## src/rtl/flash_cmd_consts.vh

```
`ifndef FLASH_CMD_CONSTS_VH
`define FLASH_CMD_CONSTS_VH
// first opcode byte of each command; the second byte is its complement
`define OP_WRITE_STATUS    8'h01
`define OP_READ_STATUS     8'h05
`define OP_WRITE_ENABLE    8'h06
`define OP_READ_SECURITY   8'h2B
`define OP_WRITE_SECURITY  8'h2F
`define OP_SET_BURST       8'hC0
`define OP_READ_FASTBOOT   8'h16
`define OP_WRITE_FASTBOOT  8'h17
`define OP_ERASE_FASTBOOT  8'h18
`define OP_ENTER_SECURE    8'hB1
`define OP_EXIT_SECURE     8'hC1
`define OP_WRITE_LOCK      8'h2C
`define OP_READ_LOCK       8'h2D
`define OP_PROG_SOLID      8'hE3
`define OP_ERASE_SOLID     8'hE4
`define OP_READ_SOLID      8'hE2
`define OP_WRITE_DYNAMIC   8'hE1
`define OP_READ_DYNAMIC    8'hE0
`define OP_READ_PASSCODE   8'h27
`define OP_WRITE_PASSCODE  8'h28
`define OP_PASSCODE_UNLOCK 8'h29
`define OP_RESET_ARM       8'h66
`define OP_RESET           8'h99
`define OP_PAGE_PROGRAM    8'h12
`define OP_SECTOR_ERASE    8'h21
`define OP_CHIP_ERASE      8'h60
// phase lengths in bytes or link clock cycles, then the config register address
`define ADDR_BYTES         4'h4
`define FIXED_DUMMY        5'h04
`define VAR_DUMMY          5'h14
`define PASS_DUMMY         5'h14
`define FASTBOOT_BYTES     4'h4
`define PASS_BYTES         4'h8
`define ONE_BYTE           4'h1
`define CONFIG_ADDR        8'h01
// status register layout
`define ST_BUSY            0
`define ST_WEL             1
`define ST_BP_LO           2
`define ST_BP_HI           5
// internal write cycle time, 2000 ns at the 8 ns core clock; sized for the timer
`define BUSY_CYCLES        16'h00FA
`endif

```

## src/rtl/octal_flash_register_commands.v

```verilog
// Function
// - write status: 01/FE, four address bytes, one data byte; address 01h hits config
// - read security: 2B/D4, four zero address bytes, four dummy, one byte out
// - write security: 2F/D0 opcode only
// - set burst length: C0/3F, four address bytes, one data byte in
// - read fast boot: 16/E9, four address, four dummy, one to four bytes out
// - write fast boot: 17/E8, four address bytes, exactly four data bytes
// - erase fast boot: 18/E7 opcode only
// - enter secure area B1/4E, leave C1/3E, opcode only
// - lock write 2C/D3 address plus one byte; lock read 2D/D2 four dummy
// - solid protect program E3/1C with address, erase E4/1B, read E2/1D
// - dynamic protect write E1/1E plus one byte; read E0/1F variable dummy
// - passcode read 27/D8 twenty dummy eight bytes; write 28/D7, unlock 29/D6
// - reset runs only when it directly follows reset arm; frames dropped as invalid in between do not disarm it
// - fixed-dummy register reads use four dummy cycles in both rates
// - marked reads return data at single rate even in double rate
// - status bit 0 is busy during program, erase or status write
// - write enable sets latch; status write, program and erase ignored without it; cleared on completion
// - program or erase to protected area ignored and clears latch
// - status bits 5..2 protect level, default zero, set by write status
// - chip erase only when all protect level bits are zero
// - read status: 05/FA, four address bytes, four dummy, one byte
// - write enable: 06/F9 opcode only
`timescale 1ns/1ps
`include "flash_cmd_consts.vh"
module octal_flash_register_commands
(
   input  wire        mclk,
   input  wire        rst_b,
   input  wire        sclk,
   input  wire        cs_b,
   input  wire        double_rate,
   input  wire [7:0]  dq_in,
   output reg  [7:0]  dq_out,
   output reg         dq_oe,
   output reg  [7:0]  flash_status
);
   localparam S_IDLE  = 7'b0000001;
   localparam S_OP    = 7'b0000010;
   localparam S_ADDR  = 7'b0000100;
   localparam S_DUMMY = 7'b0001000;
   localparam S_DIN   = 7'b0010000;
   localparam S_DOUT  = 7'b0100000;
   localparam S_WAIT  = 7'b1000000;
   localparam [15:0] BUSY_LOAD = `BUSY_CYCLES;

   ////////////////////////////////////////////////////////////////////////
   // pin synchronisers; first stages feed only second stages
   reg        sclk_s1, sclk_s2, sclk_d, cs_s1, cs_s2, cs_d, ddr_s1, ddr_s2;
   reg  [7:0] dq_s1, dq_s2;
   always @(posedge mclk)
   begin
      if (!rst_b)
      begin
         sclk_s1 <= 1'b0; sclk_s2 <= 1'b0; sclk_d <= 1'b0;
         cs_s1 <= 1'b1; cs_s2 <= 1'b1; cs_d <= 1'b1;
         ddr_s1 <= 1'b0; ddr_s2 <= 1'b0;
         dq_s1 <= 8'h00; dq_s2 <= 8'h00;
      end
      else
      begin
         sclk_s1 <= sclk; sclk_s2 <= sclk_s1; sclk_d <= sclk_s2;
         cs_s1 <= cs_b; cs_s2 <= cs_s1; cs_d <= cs_s2;
         ddr_s1 <= double_rate; ddr_s2 <= ddr_s1;
         dq_s1 <= dq_in; dq_s2 <= dq_s1;
      end
   end

   // edge strobes on the core clock
   wire sclk_rise = sclk_s2 & ~sclk_d;
   wire sclk_fall = ~sclk_s2 & sclk_d;
   wire cs_fall   = ~cs_s2 & cs_d;
   wire cs_rise   = cs_s2 & ~cs_d;
   wire in_edge   = ~cs_s2 & (sclk_rise | (ddr_s2 & sclk_fall));

   ////////////////////////////////////////////////////////////////////////
   // stored registers and command context
   reg  [6:0]  state;
   reg  [7:0]  op1, addr_lo, config_reg, security_reg, burst_reg, lock_reg;
   reg  [7:0]  solid_reg, dynamic_reg;
   reg  [31:0] fastboot_reg;
   reg  [63:0] passcode_reg, in_sr, out_sr;
   reg  [3:0]  protect_level, cnt, alen, dlen;
   reg  [4:0]  dcnt, dum;
   reg         busy, write_enable_latch, reset_armed, secure_area, single_out, valid;
   reg  [15:0] busy_cnt;

   // opcode lookup: address, dummy and data lengths per command
   reg  [3:0] next_alen, next_dlen;
   reg  [4:0] next_dum;
   reg        next_known, next_single;
   always @*
   begin
      next_alen = 4'h0; next_dlen = 4'h0; next_dum = 5'h00;
      next_known = 1'b1; next_single = 1'b0;
      case (op1)
         `OP_WRITE_STATUS, `OP_SET_BURST, `OP_WRITE_LOCK, `OP_WRITE_DYNAMIC:
         begin
            next_alen = `ADDR_BYTES; next_dlen = `ONE_BYTE;
         end
         `OP_READ_STATUS, `OP_READ_SECURITY, `OP_READ_LOCK:
         begin
            next_alen = `ADDR_BYTES; next_dum = `FIXED_DUMMY;
         end
         `OP_READ_FASTBOOT:
         begin
            next_alen = `ADDR_BYTES; next_dum = `FIXED_DUMMY;
            next_single = 1'b1;
         end
         `OP_WRITE_FASTBOOT:
         begin
            next_alen = `ADDR_BYTES; next_dlen = `FASTBOOT_BYTES;
         end
         `OP_PROG_SOLID, `OP_PAGE_PROGRAM, `OP_SECTOR_ERASE:
            next_alen = `ADDR_BYTES;
         `OP_READ_SOLID, `OP_READ_DYNAMIC:
         begin
            next_alen = `ADDR_BYTES; next_dum = `VAR_DUMMY;
         end
         `OP_READ_PASSCODE:
         begin
            next_alen = `ADDR_BYTES; next_dum = `PASS_DUMMY;
         end
         `OP_WRITE_PASSCODE, `OP_PASSCODE_UNLOCK:
         begin
            next_alen = `ADDR_BYTES; next_dlen = `PASS_BYTES;
         end
         `OP_WRITE_ENABLE, `OP_WRITE_SECURITY, `OP_ERASE_FASTBOOT,
         `OP_ENTER_SECURE, `OP_EXIT_SECURE, `OP_ERASE_SOLID,
         `OP_RESET_ARM, `OP_RESET, `OP_CHIP_ERASE:
            next_known = 1'b1; // opcode only
         default:
            next_known = 1'b0; // undefined opcodes are dropped
      endcase
   end

   // read data image, most significant byte leaves first
   reg [63:0] next_out;
   always @*
   begin
      case (op1)
         `OP_READ_STATUS:   next_out = {flash_status, 56'h0};
         `OP_READ_SECURITY: next_out = {security_reg, 56'h0};
         `OP_READ_FASTBOOT: next_out = {fastboot_reg, 32'h0};
         `OP_READ_LOCK:     next_out = {lock_reg, 56'h0};
         `OP_READ_SOLID:    next_out = {solid_reg, 56'h0};
         `OP_READ_DYNAMIC:  next_out = {dynamic_reg, 56'h0};
         `OP_READ_PASSCODE: next_out = passcode_reg;
         default:           next_out = 64'h0;
      endcase
   end

   // writes that move the array or status need the latch and an idle device
   wire wr_ok    = write_enable_latch & ~busy;
   wire full_din = (cnt == dlen);
   wire prot_any = |protect_level;
   wire out_edge = sclk_fall | (ddr_s2 & ~single_out & sclk_rise);

   ////////////////////////////////////////////////////////////////////////
   // link sequencer and command execution at chip select release
   always @(posedge mclk)
   begin
      if (!rst_b)
      begin
         state <= S_IDLE; op1 <= 8'h00; addr_lo <= 8'h00; cnt <= 4'h0;
         alen <= 4'h0; dlen <= 4'h0; dum <= 5'h00; dcnt <= 5'h00;
         in_sr <= 64'h0; out_sr <= 64'h0; valid <= 1'b0; single_out <= 1'b0;
         dq_out <= 8'h00; dq_oe <= 1'b0;
         config_reg <= 8'h00; security_reg <= 8'h00; burst_reg <= 8'h00;
         lock_reg <= 8'h00; solid_reg <= 8'h00; dynamic_reg <= 8'h00;
         fastboot_reg <= 32'hFFFF_FFFF; passcode_reg <= 64'hFFFF_FFFF_FFFF_FFFF;
         protect_level <= 4'h0; busy <= 1'b0; write_enable_latch <= 1'b0; busy_cnt <= 16'h0;
         reset_armed <= 1'b0; secure_area <= 1'b0;
      end
      else
      begin
         // internal write cycle timer
         if (busy_cnt != 16'h0)
         begin
            busy_cnt <= busy_cnt - 16'h1;
            if (busy_cnt == 16'h1)
            begin
               busy <= 1'b0;
               write_enable_latch <= 1'b0;
            end
         end
         if (cs_fall)
         begin
            state <= S_OP; cnt <= 4'h0; valid <= 1'b0; dq_oe <= 1'b0;
         end
         else if (cs_rise)
         begin
            state <= S_IDLE; dq_oe <= 1'b0;
            if (valid)
            begin
               reset_armed <= (op1 == `OP_RESET_ARM);
               case (op1)
                  `OP_WRITE_ENABLE: write_enable_latch <= 1'b1;
                  `OP_WRITE_STATUS:
                     if (wr_ok && full_din && state == S_DIN)
                     begin
                        if (addr_lo == `CONFIG_ADDR)
                           config_reg <= in_sr[7:0];
                        else
                           protect_level <= in_sr[`ST_BP_HI:`ST_BP_LO];
                        busy <= 1'b1; busy_cnt <= BUSY_LOAD;
                     end
                  `OP_PAGE_PROGRAM, `OP_SECTOR_ERASE, `OP_CHIP_ERASE:
                     if (wr_ok)
                     begin
                        if (prot_any)
                           write_enable_latch <= 1'b0;
                        else
                        begin
                           busy <= 1'b1; busy_cnt <= BUSY_LOAD;
                        end
                     end
                  `OP_WRITE_SECURITY: security_reg[1] <= 1'b1;
                  `OP_SET_BURST: if (full_din) burst_reg <= in_sr[7:0];
                  `OP_WRITE_FASTBOOT: if (full_din) fastboot_reg <= in_sr[31:0];
                  `OP_ERASE_FASTBOOT: fastboot_reg <= 32'hFFFF_FFFF;
                  `OP_ENTER_SECURE: secure_area <= 1'b1;
                  `OP_EXIT_SECURE: secure_area <= 1'b0;
                  `OP_WRITE_LOCK: if (full_din) lock_reg <= in_sr[7:0];
                  `OP_PROG_SOLID: solid_reg <= 8'hFF;
                  `OP_ERASE_SOLID: solid_reg <= 8'h00;
                  `OP_WRITE_DYNAMIC: if (full_din) dynamic_reg <= in_sr[7:0];
                  `OP_WRITE_PASSCODE: if (full_din) passcode_reg <= in_sr;
                  `OP_RESET:
                     if (reset_armed)
                     begin
                        write_enable_latch <= 1'b0; busy <= 1'b0; busy_cnt <= 16'h0;
                        secure_area <= 1'b0; config_reg <= 8'h00;
                     end
                  default: ;
               endcase
            end
         end
         else
         begin
            case (state)
               S_OP:
                  if (in_edge)
                  begin
                     cnt <= cnt + 4'h1;
                     if (cnt == 4'h0)
                        op1 <= dq_s2;
                     else if (dq_s2 != ~op1 || !next_known)
                        state <= S_WAIT;
                     else
                     begin
                        valid <= 1'b1; cnt <= 4'h0;
                        alen <= next_alen; dlen <= next_dlen; dum <= next_dum;
                        single_out <= next_single; dcnt <= 5'h00;
                        state <= (next_alen != 4'h0) ? S_ADDR : S_WAIT;
                     end
                  end
               S_ADDR:
                  if (in_edge)
                  begin
                     addr_lo <= dq_s2; cnt <= cnt + 4'h1;
                     if (cnt == alen - 4'h1)
                     begin
                        cnt <= 4'h0;
                        if (dum != 5'h00)
                           state <= S_DUMMY;
                        else if (dlen != 4'h0)
                           state <= S_DIN;
                        else
                           state <= S_WAIT;
                     end
                  end
               S_DUMMY:
                  // dummy counted in link clock cycles, either rate
                  if (sclk_rise)
                  begin
                     dcnt <= dcnt + 5'h01;
                     if (dcnt == dum - 5'h01)
                     begin
                        out_sr <= next_out; state <= S_DOUT;
                     end
                  end
               S_DIN:
                  if (in_edge && cnt != `PASS_BYTES)
                  begin
                     in_sr <= {in_sr[55:0], dq_s2}; cnt <= cnt + 4'h1;
                  end
               S_DOUT:
                  // bytes past the image read as zero
                  if (out_edge)
                  begin
                     dq_oe <= 1'b1; dq_out <= out_sr[63:56];
                     out_sr <= {out_sr[55:0], 8'h00};
                  end
               S_IDLE, S_WAIT: ;
               default: state <= S_IDLE;
            endcase
         end
      end
   end

   ////////////////////////////////////////////////////////////////////////
   // visible status byte, top two bits fixed at zero
   always @(posedge mclk)
   begin
      if (!rst_b)
         flash_status <= 8'h00;
      else
         flash_status <= {2'b00, protect_level, write_enable_latch, busy};
   end
endmodule // octal_flash_register_commands

```

## config.mk

```make
export PLATFORM = sky130hd
export DESIGN_NAME = octal_flash_register_commands
export DESIGN_NICKNAME = d
export VERILOG_FILES = /design/src/rtl/octal_flash_register_commands.v
export VERILOG_INCLUDE_DIRS = /design/src /design/src/rtl
export SDC_FILE = /design/constraint.sdc
export NUM_CORES = 1
export LEC_CHECK = 0
export ABC_CLOCK_PERIOD_IN_PS = 2810
export BUFFER_PORTS_ARGS = -buffer_cell sky130_fd_sc_hd__buf_4
export CAP_MARGIN = 40
export CORE_ASPECT_RATIO = 0.5
export CORE_UTILIZATION = 48
export DETAILED_ROUTE_END_ITERATION = 8
export GPL_ROUTABILITY_DRIVEN = 0
export PLACE_DENSITY = 0.62
export SLEW_MARGIN = 30
export SYNTH_ARGS = -nofsm -noshare
export SYNTH_HDL_FRONTEND = slang
export SYNTH_SLANG_ARGS = --single-unit
```

## constraint.sdc

```tcl
create_clock -name mclk -period 2.81 [get_ports mclk]
set_input_delay 0 -clock mclk [delete_from_list [all_inputs] [get_ports mclk]]
set_output_delay 0 -clock mclk [all_outputs]
set_load 0.02 [all_outputs]
```

==> metrics.csv <==
metric,value,unit
synthMuxAreaShare,0.0262,
synth_top_family_by_area,simple AND/OR/NAND/NOR gates,
die_height,123,um
p_leak,6.15,nW
hpwl,23.2,mm
power_frac_comb,0.028,
rr_worst_depth,7,
synthXorXnorAreaFrac,0.0192,
worstMarginPinSlew,0.912,ns
setup-tns-final,0,ns
skew,0.0145,ns
synth_top_area_frac,0.487,
routed_wl,37.8,mm
max_slew_margin,0.386,
drc,0,
p_switching,2.08,mW
ir_drop,0.448,mV
timing.rr.start,op1[5],
syn_inst,1733,
cpPeakStageDelay,0.62,ns
cp-end-kind,flop,
pin_count,30,
root_buffer,clkbuf_16,
clk_latency,0.58,ns
core-area,0.0283,mm2
min_period,2.60,ns
io_buffers,27,
routedWlPerCell,17.7,um
num_vias,12300,
clockBufferDepth,3,
crit_path_start,op1[5],
fin_crit_sh,0.925,
slew_violations,0,
syn2layout_area_growth,13.7,%
seqPwrFrac,0.516,
endpoint,cnt[3],
cp_slowest_cell,or4b_1,
dr.pass1.iters,6,
max_cap_violations,0,
antenna_cells,0,
drive_above_1_share,0.0861,
synthAdderAreaFrac,0.00796,
critical_path.cell_chain,or4b_1 > nor3_1 > or4_1 > nand3b_4 > o211ai_1 > a21oi_1 > nor4_1,
synth_top_cell_by_area,dfxtp_1,
synth-simple-area-share,0.282,
ys_async_sr_fraction,0,
layout_commonest_cell,dfxtp_1,
r2r_setup_slack,0.21,ns
core.rowCount,43,
die_x,245,um
vias_per_cell,5.78,
initial_core_util,0.500,
antenna_found_initial,0,
hold_ws,0.356,ns
synth_ff_type,dfxtp_1,
critPathKind,flop to flop,
hold_buffers,23,
rsz0062_at_grt,no,
outcome,completed,
fmax,0.385,GHz
grt_usage,0.250,
yosys_register_bits,344,
clock_sinks,344,
ant_nets,0,
clk_pin_slew_worst_paths,0.07,ns
path_max_fanout,13,
cts_htree_levels,1,
cts_setup_buffers,0,
yosysWarnings,0,
synth.area.top_cells,"dfxtp_1 (49%), nand2_1 (8.9%), nor2_1 (5.0%)",
synth.avg_cell_area,8.16,um2
grt_pass1_wl,60.8,mm
synthDistinctLibCells,73,
worstPathRequired,3.24,ns
p_int,7.47,mW
seqCellArea,0.00689,mm2
postCtsResizedCells,0,
cts_tree,built,
hold_viol_final,0,
nNetsFinal,1753,
cts_buffers,31,
final_cell_mix,"dfxtp_1 (344), nand2_1 (336), nor2_1 (188)",
grt_pass1_vias,11400,
hold_path.class,input pin to flop,
nFillCells,2589,
start_kind,flop,
timing.rr.end,cnt[3],
power_density,595,mW/mm2
multi_input_area,0.00671,mm2
grt_overflow,0,
p_clk_frac,0.456,
synth_compound_area_frac,0.135,
synth_edf_count,0,
switching_share,0.218,
setup_viol,0,
cp.arrival,3.03,ns
grt_max_degree,116,
drt_iter0_drc,1236,
ys_seq_area_frac,0.487,
synth_area,0.0141,mm2
dieArea,0.0302,mm2
[worst max-delay path, delay by kind of cell (launching register included)]
kind / cells / cell delay, ns
AO/OA/AOI/OAI: 2 / 0.44
flip-flops: 1 / 0.58
AND/OR/NAND/NOR: 5 / 1.43
[cells in the mapped netlist (3+ instances only)]
| master | instances |
|---|---|
| nand3_1 | 122 |
| nand2b_1 | 13 |
| nor2b_1 | 7 |
| nor4_1 | 12 |
| or2_2 | 3 |
| inv_1 | 16 |
| a31oi_1 | 9 |
| o21ai_0 | 34 |
| and3b_1 | 3 |
| o211ai_1 | 4 |
| a211oi_1 | 32 |
| buf_4 | 4 |
| nand3b_1 | 9 |
| ha_1 | 9 |
| xnor2_1 | 16 |
| a2111oi_0 | 3 |
| clkbuf_1 | 101 |
| nor2_1 | 190 |
| xor2_1 | 15 |
| o21ai_1 | 22 |
| o22ai_1 | 3 |
| a311oi_1 | 25 |
| buf_2 | 17 |
| a22oi_1 | 27 |
| nor3b_1 | 4 |
| nor3_1 | 85 |
| or4_1 | 8 |
| a21oi_1 | 115 |
| and3_1 | 4 |
| nand4_1 | 7 |
| mux2i_1 | 37 |
| nand2_1 | 337 |
| a222oi_1 | 7 |
| buf_1 | 7 |
| dfxtp_1 | 344 |
| and2_1 | 31 |
| o21a_1 | 3 |
| nand4b_1 | 4 |
[power groups by stage]
stage | logic, mW | registers [mW] | clock network [mW]
6_report | 0.263 | 4.93 | 4.36
5_1_grt | 0.287 | 4.93 | 4.62
4_1_cts | 0.260 | 4.93 | 4.44
3_5_place_dp | 0.234 | 5.04 | 0
3_3_place_gp | 0.231 | 5.04 | 0
2_1_floorplan | 0.165 | 5.03 | 0
[layout make-up]
type,instances,share of cell area
repair buffers,94,0.0553
clock inverters,9,0.00685
inverters,17,0.00428
well taps,382,0.0297
flip-flops and latches,344,0.428
multi-input cells,1243,0.417
clock buffers,47,0.0582
[worst min-delay path by stage]
stage	start	end	slack (ns)	depth (start not counted)
2_1_floorplan	cs_b	cs_s1	0.10	1
3_3_place_gp	cs_b	cs_s1	0.19	2
3_5_place_dp	cs_b	cs_s1	0.19	2
4_1_cts	rst_b	cs_d	0.34	3
5_1_grt	rst_b	cs_s2	0.37	3
6_report	rst_b	cs_d	0.36	3
[metrics by stage]
| step | cells | utilization | power, mW | setup WS (ns) | area (um2) |
|---|---|---|---|---|---|
| 2_1_floorplan | 1734 | - | 5.20 | 0.497 | 14100 |
| 3_3_place_gp | 2057 | 0.523 | 5.27 | 0.326 | 14800 |
| 3_5_place_dp | 2057 | 0.523 | 5.28 | 0.285 | 14800 |
| 4_1_cts | 2136 | 0.568 | 9.63 | 0.240 | 16100 |
| 5_1_grt | 2136 | 0.568 | 9.84 | 0.00672 | 16100 |
| 6_report | 2136 | 0.568 | 9.56 | 0.209 | 16100 |
[per-layer routing]
metal,track usage,vias up,routed length (um)
li1,-,5978,-
met5,0,-,0
met4,0.0582,0,644
met2,0.391,420,16300
met3,0.0384,56,2370
met1,0.363,5887,18500
[cells by family (layout without fill, tap and decap cells)]
family | count (synthesis) | in the layout
flops | 344 | 344
other cells | 1 | 2
compound gates | 300 | 300
fa+ha+maj | 9 | 9
buf+inv | 147 | 167
xor+xnor | 31 | 31
mux | 37 | 37
simple gates | 864 | 864
Power figures use the tool's default switching activity.
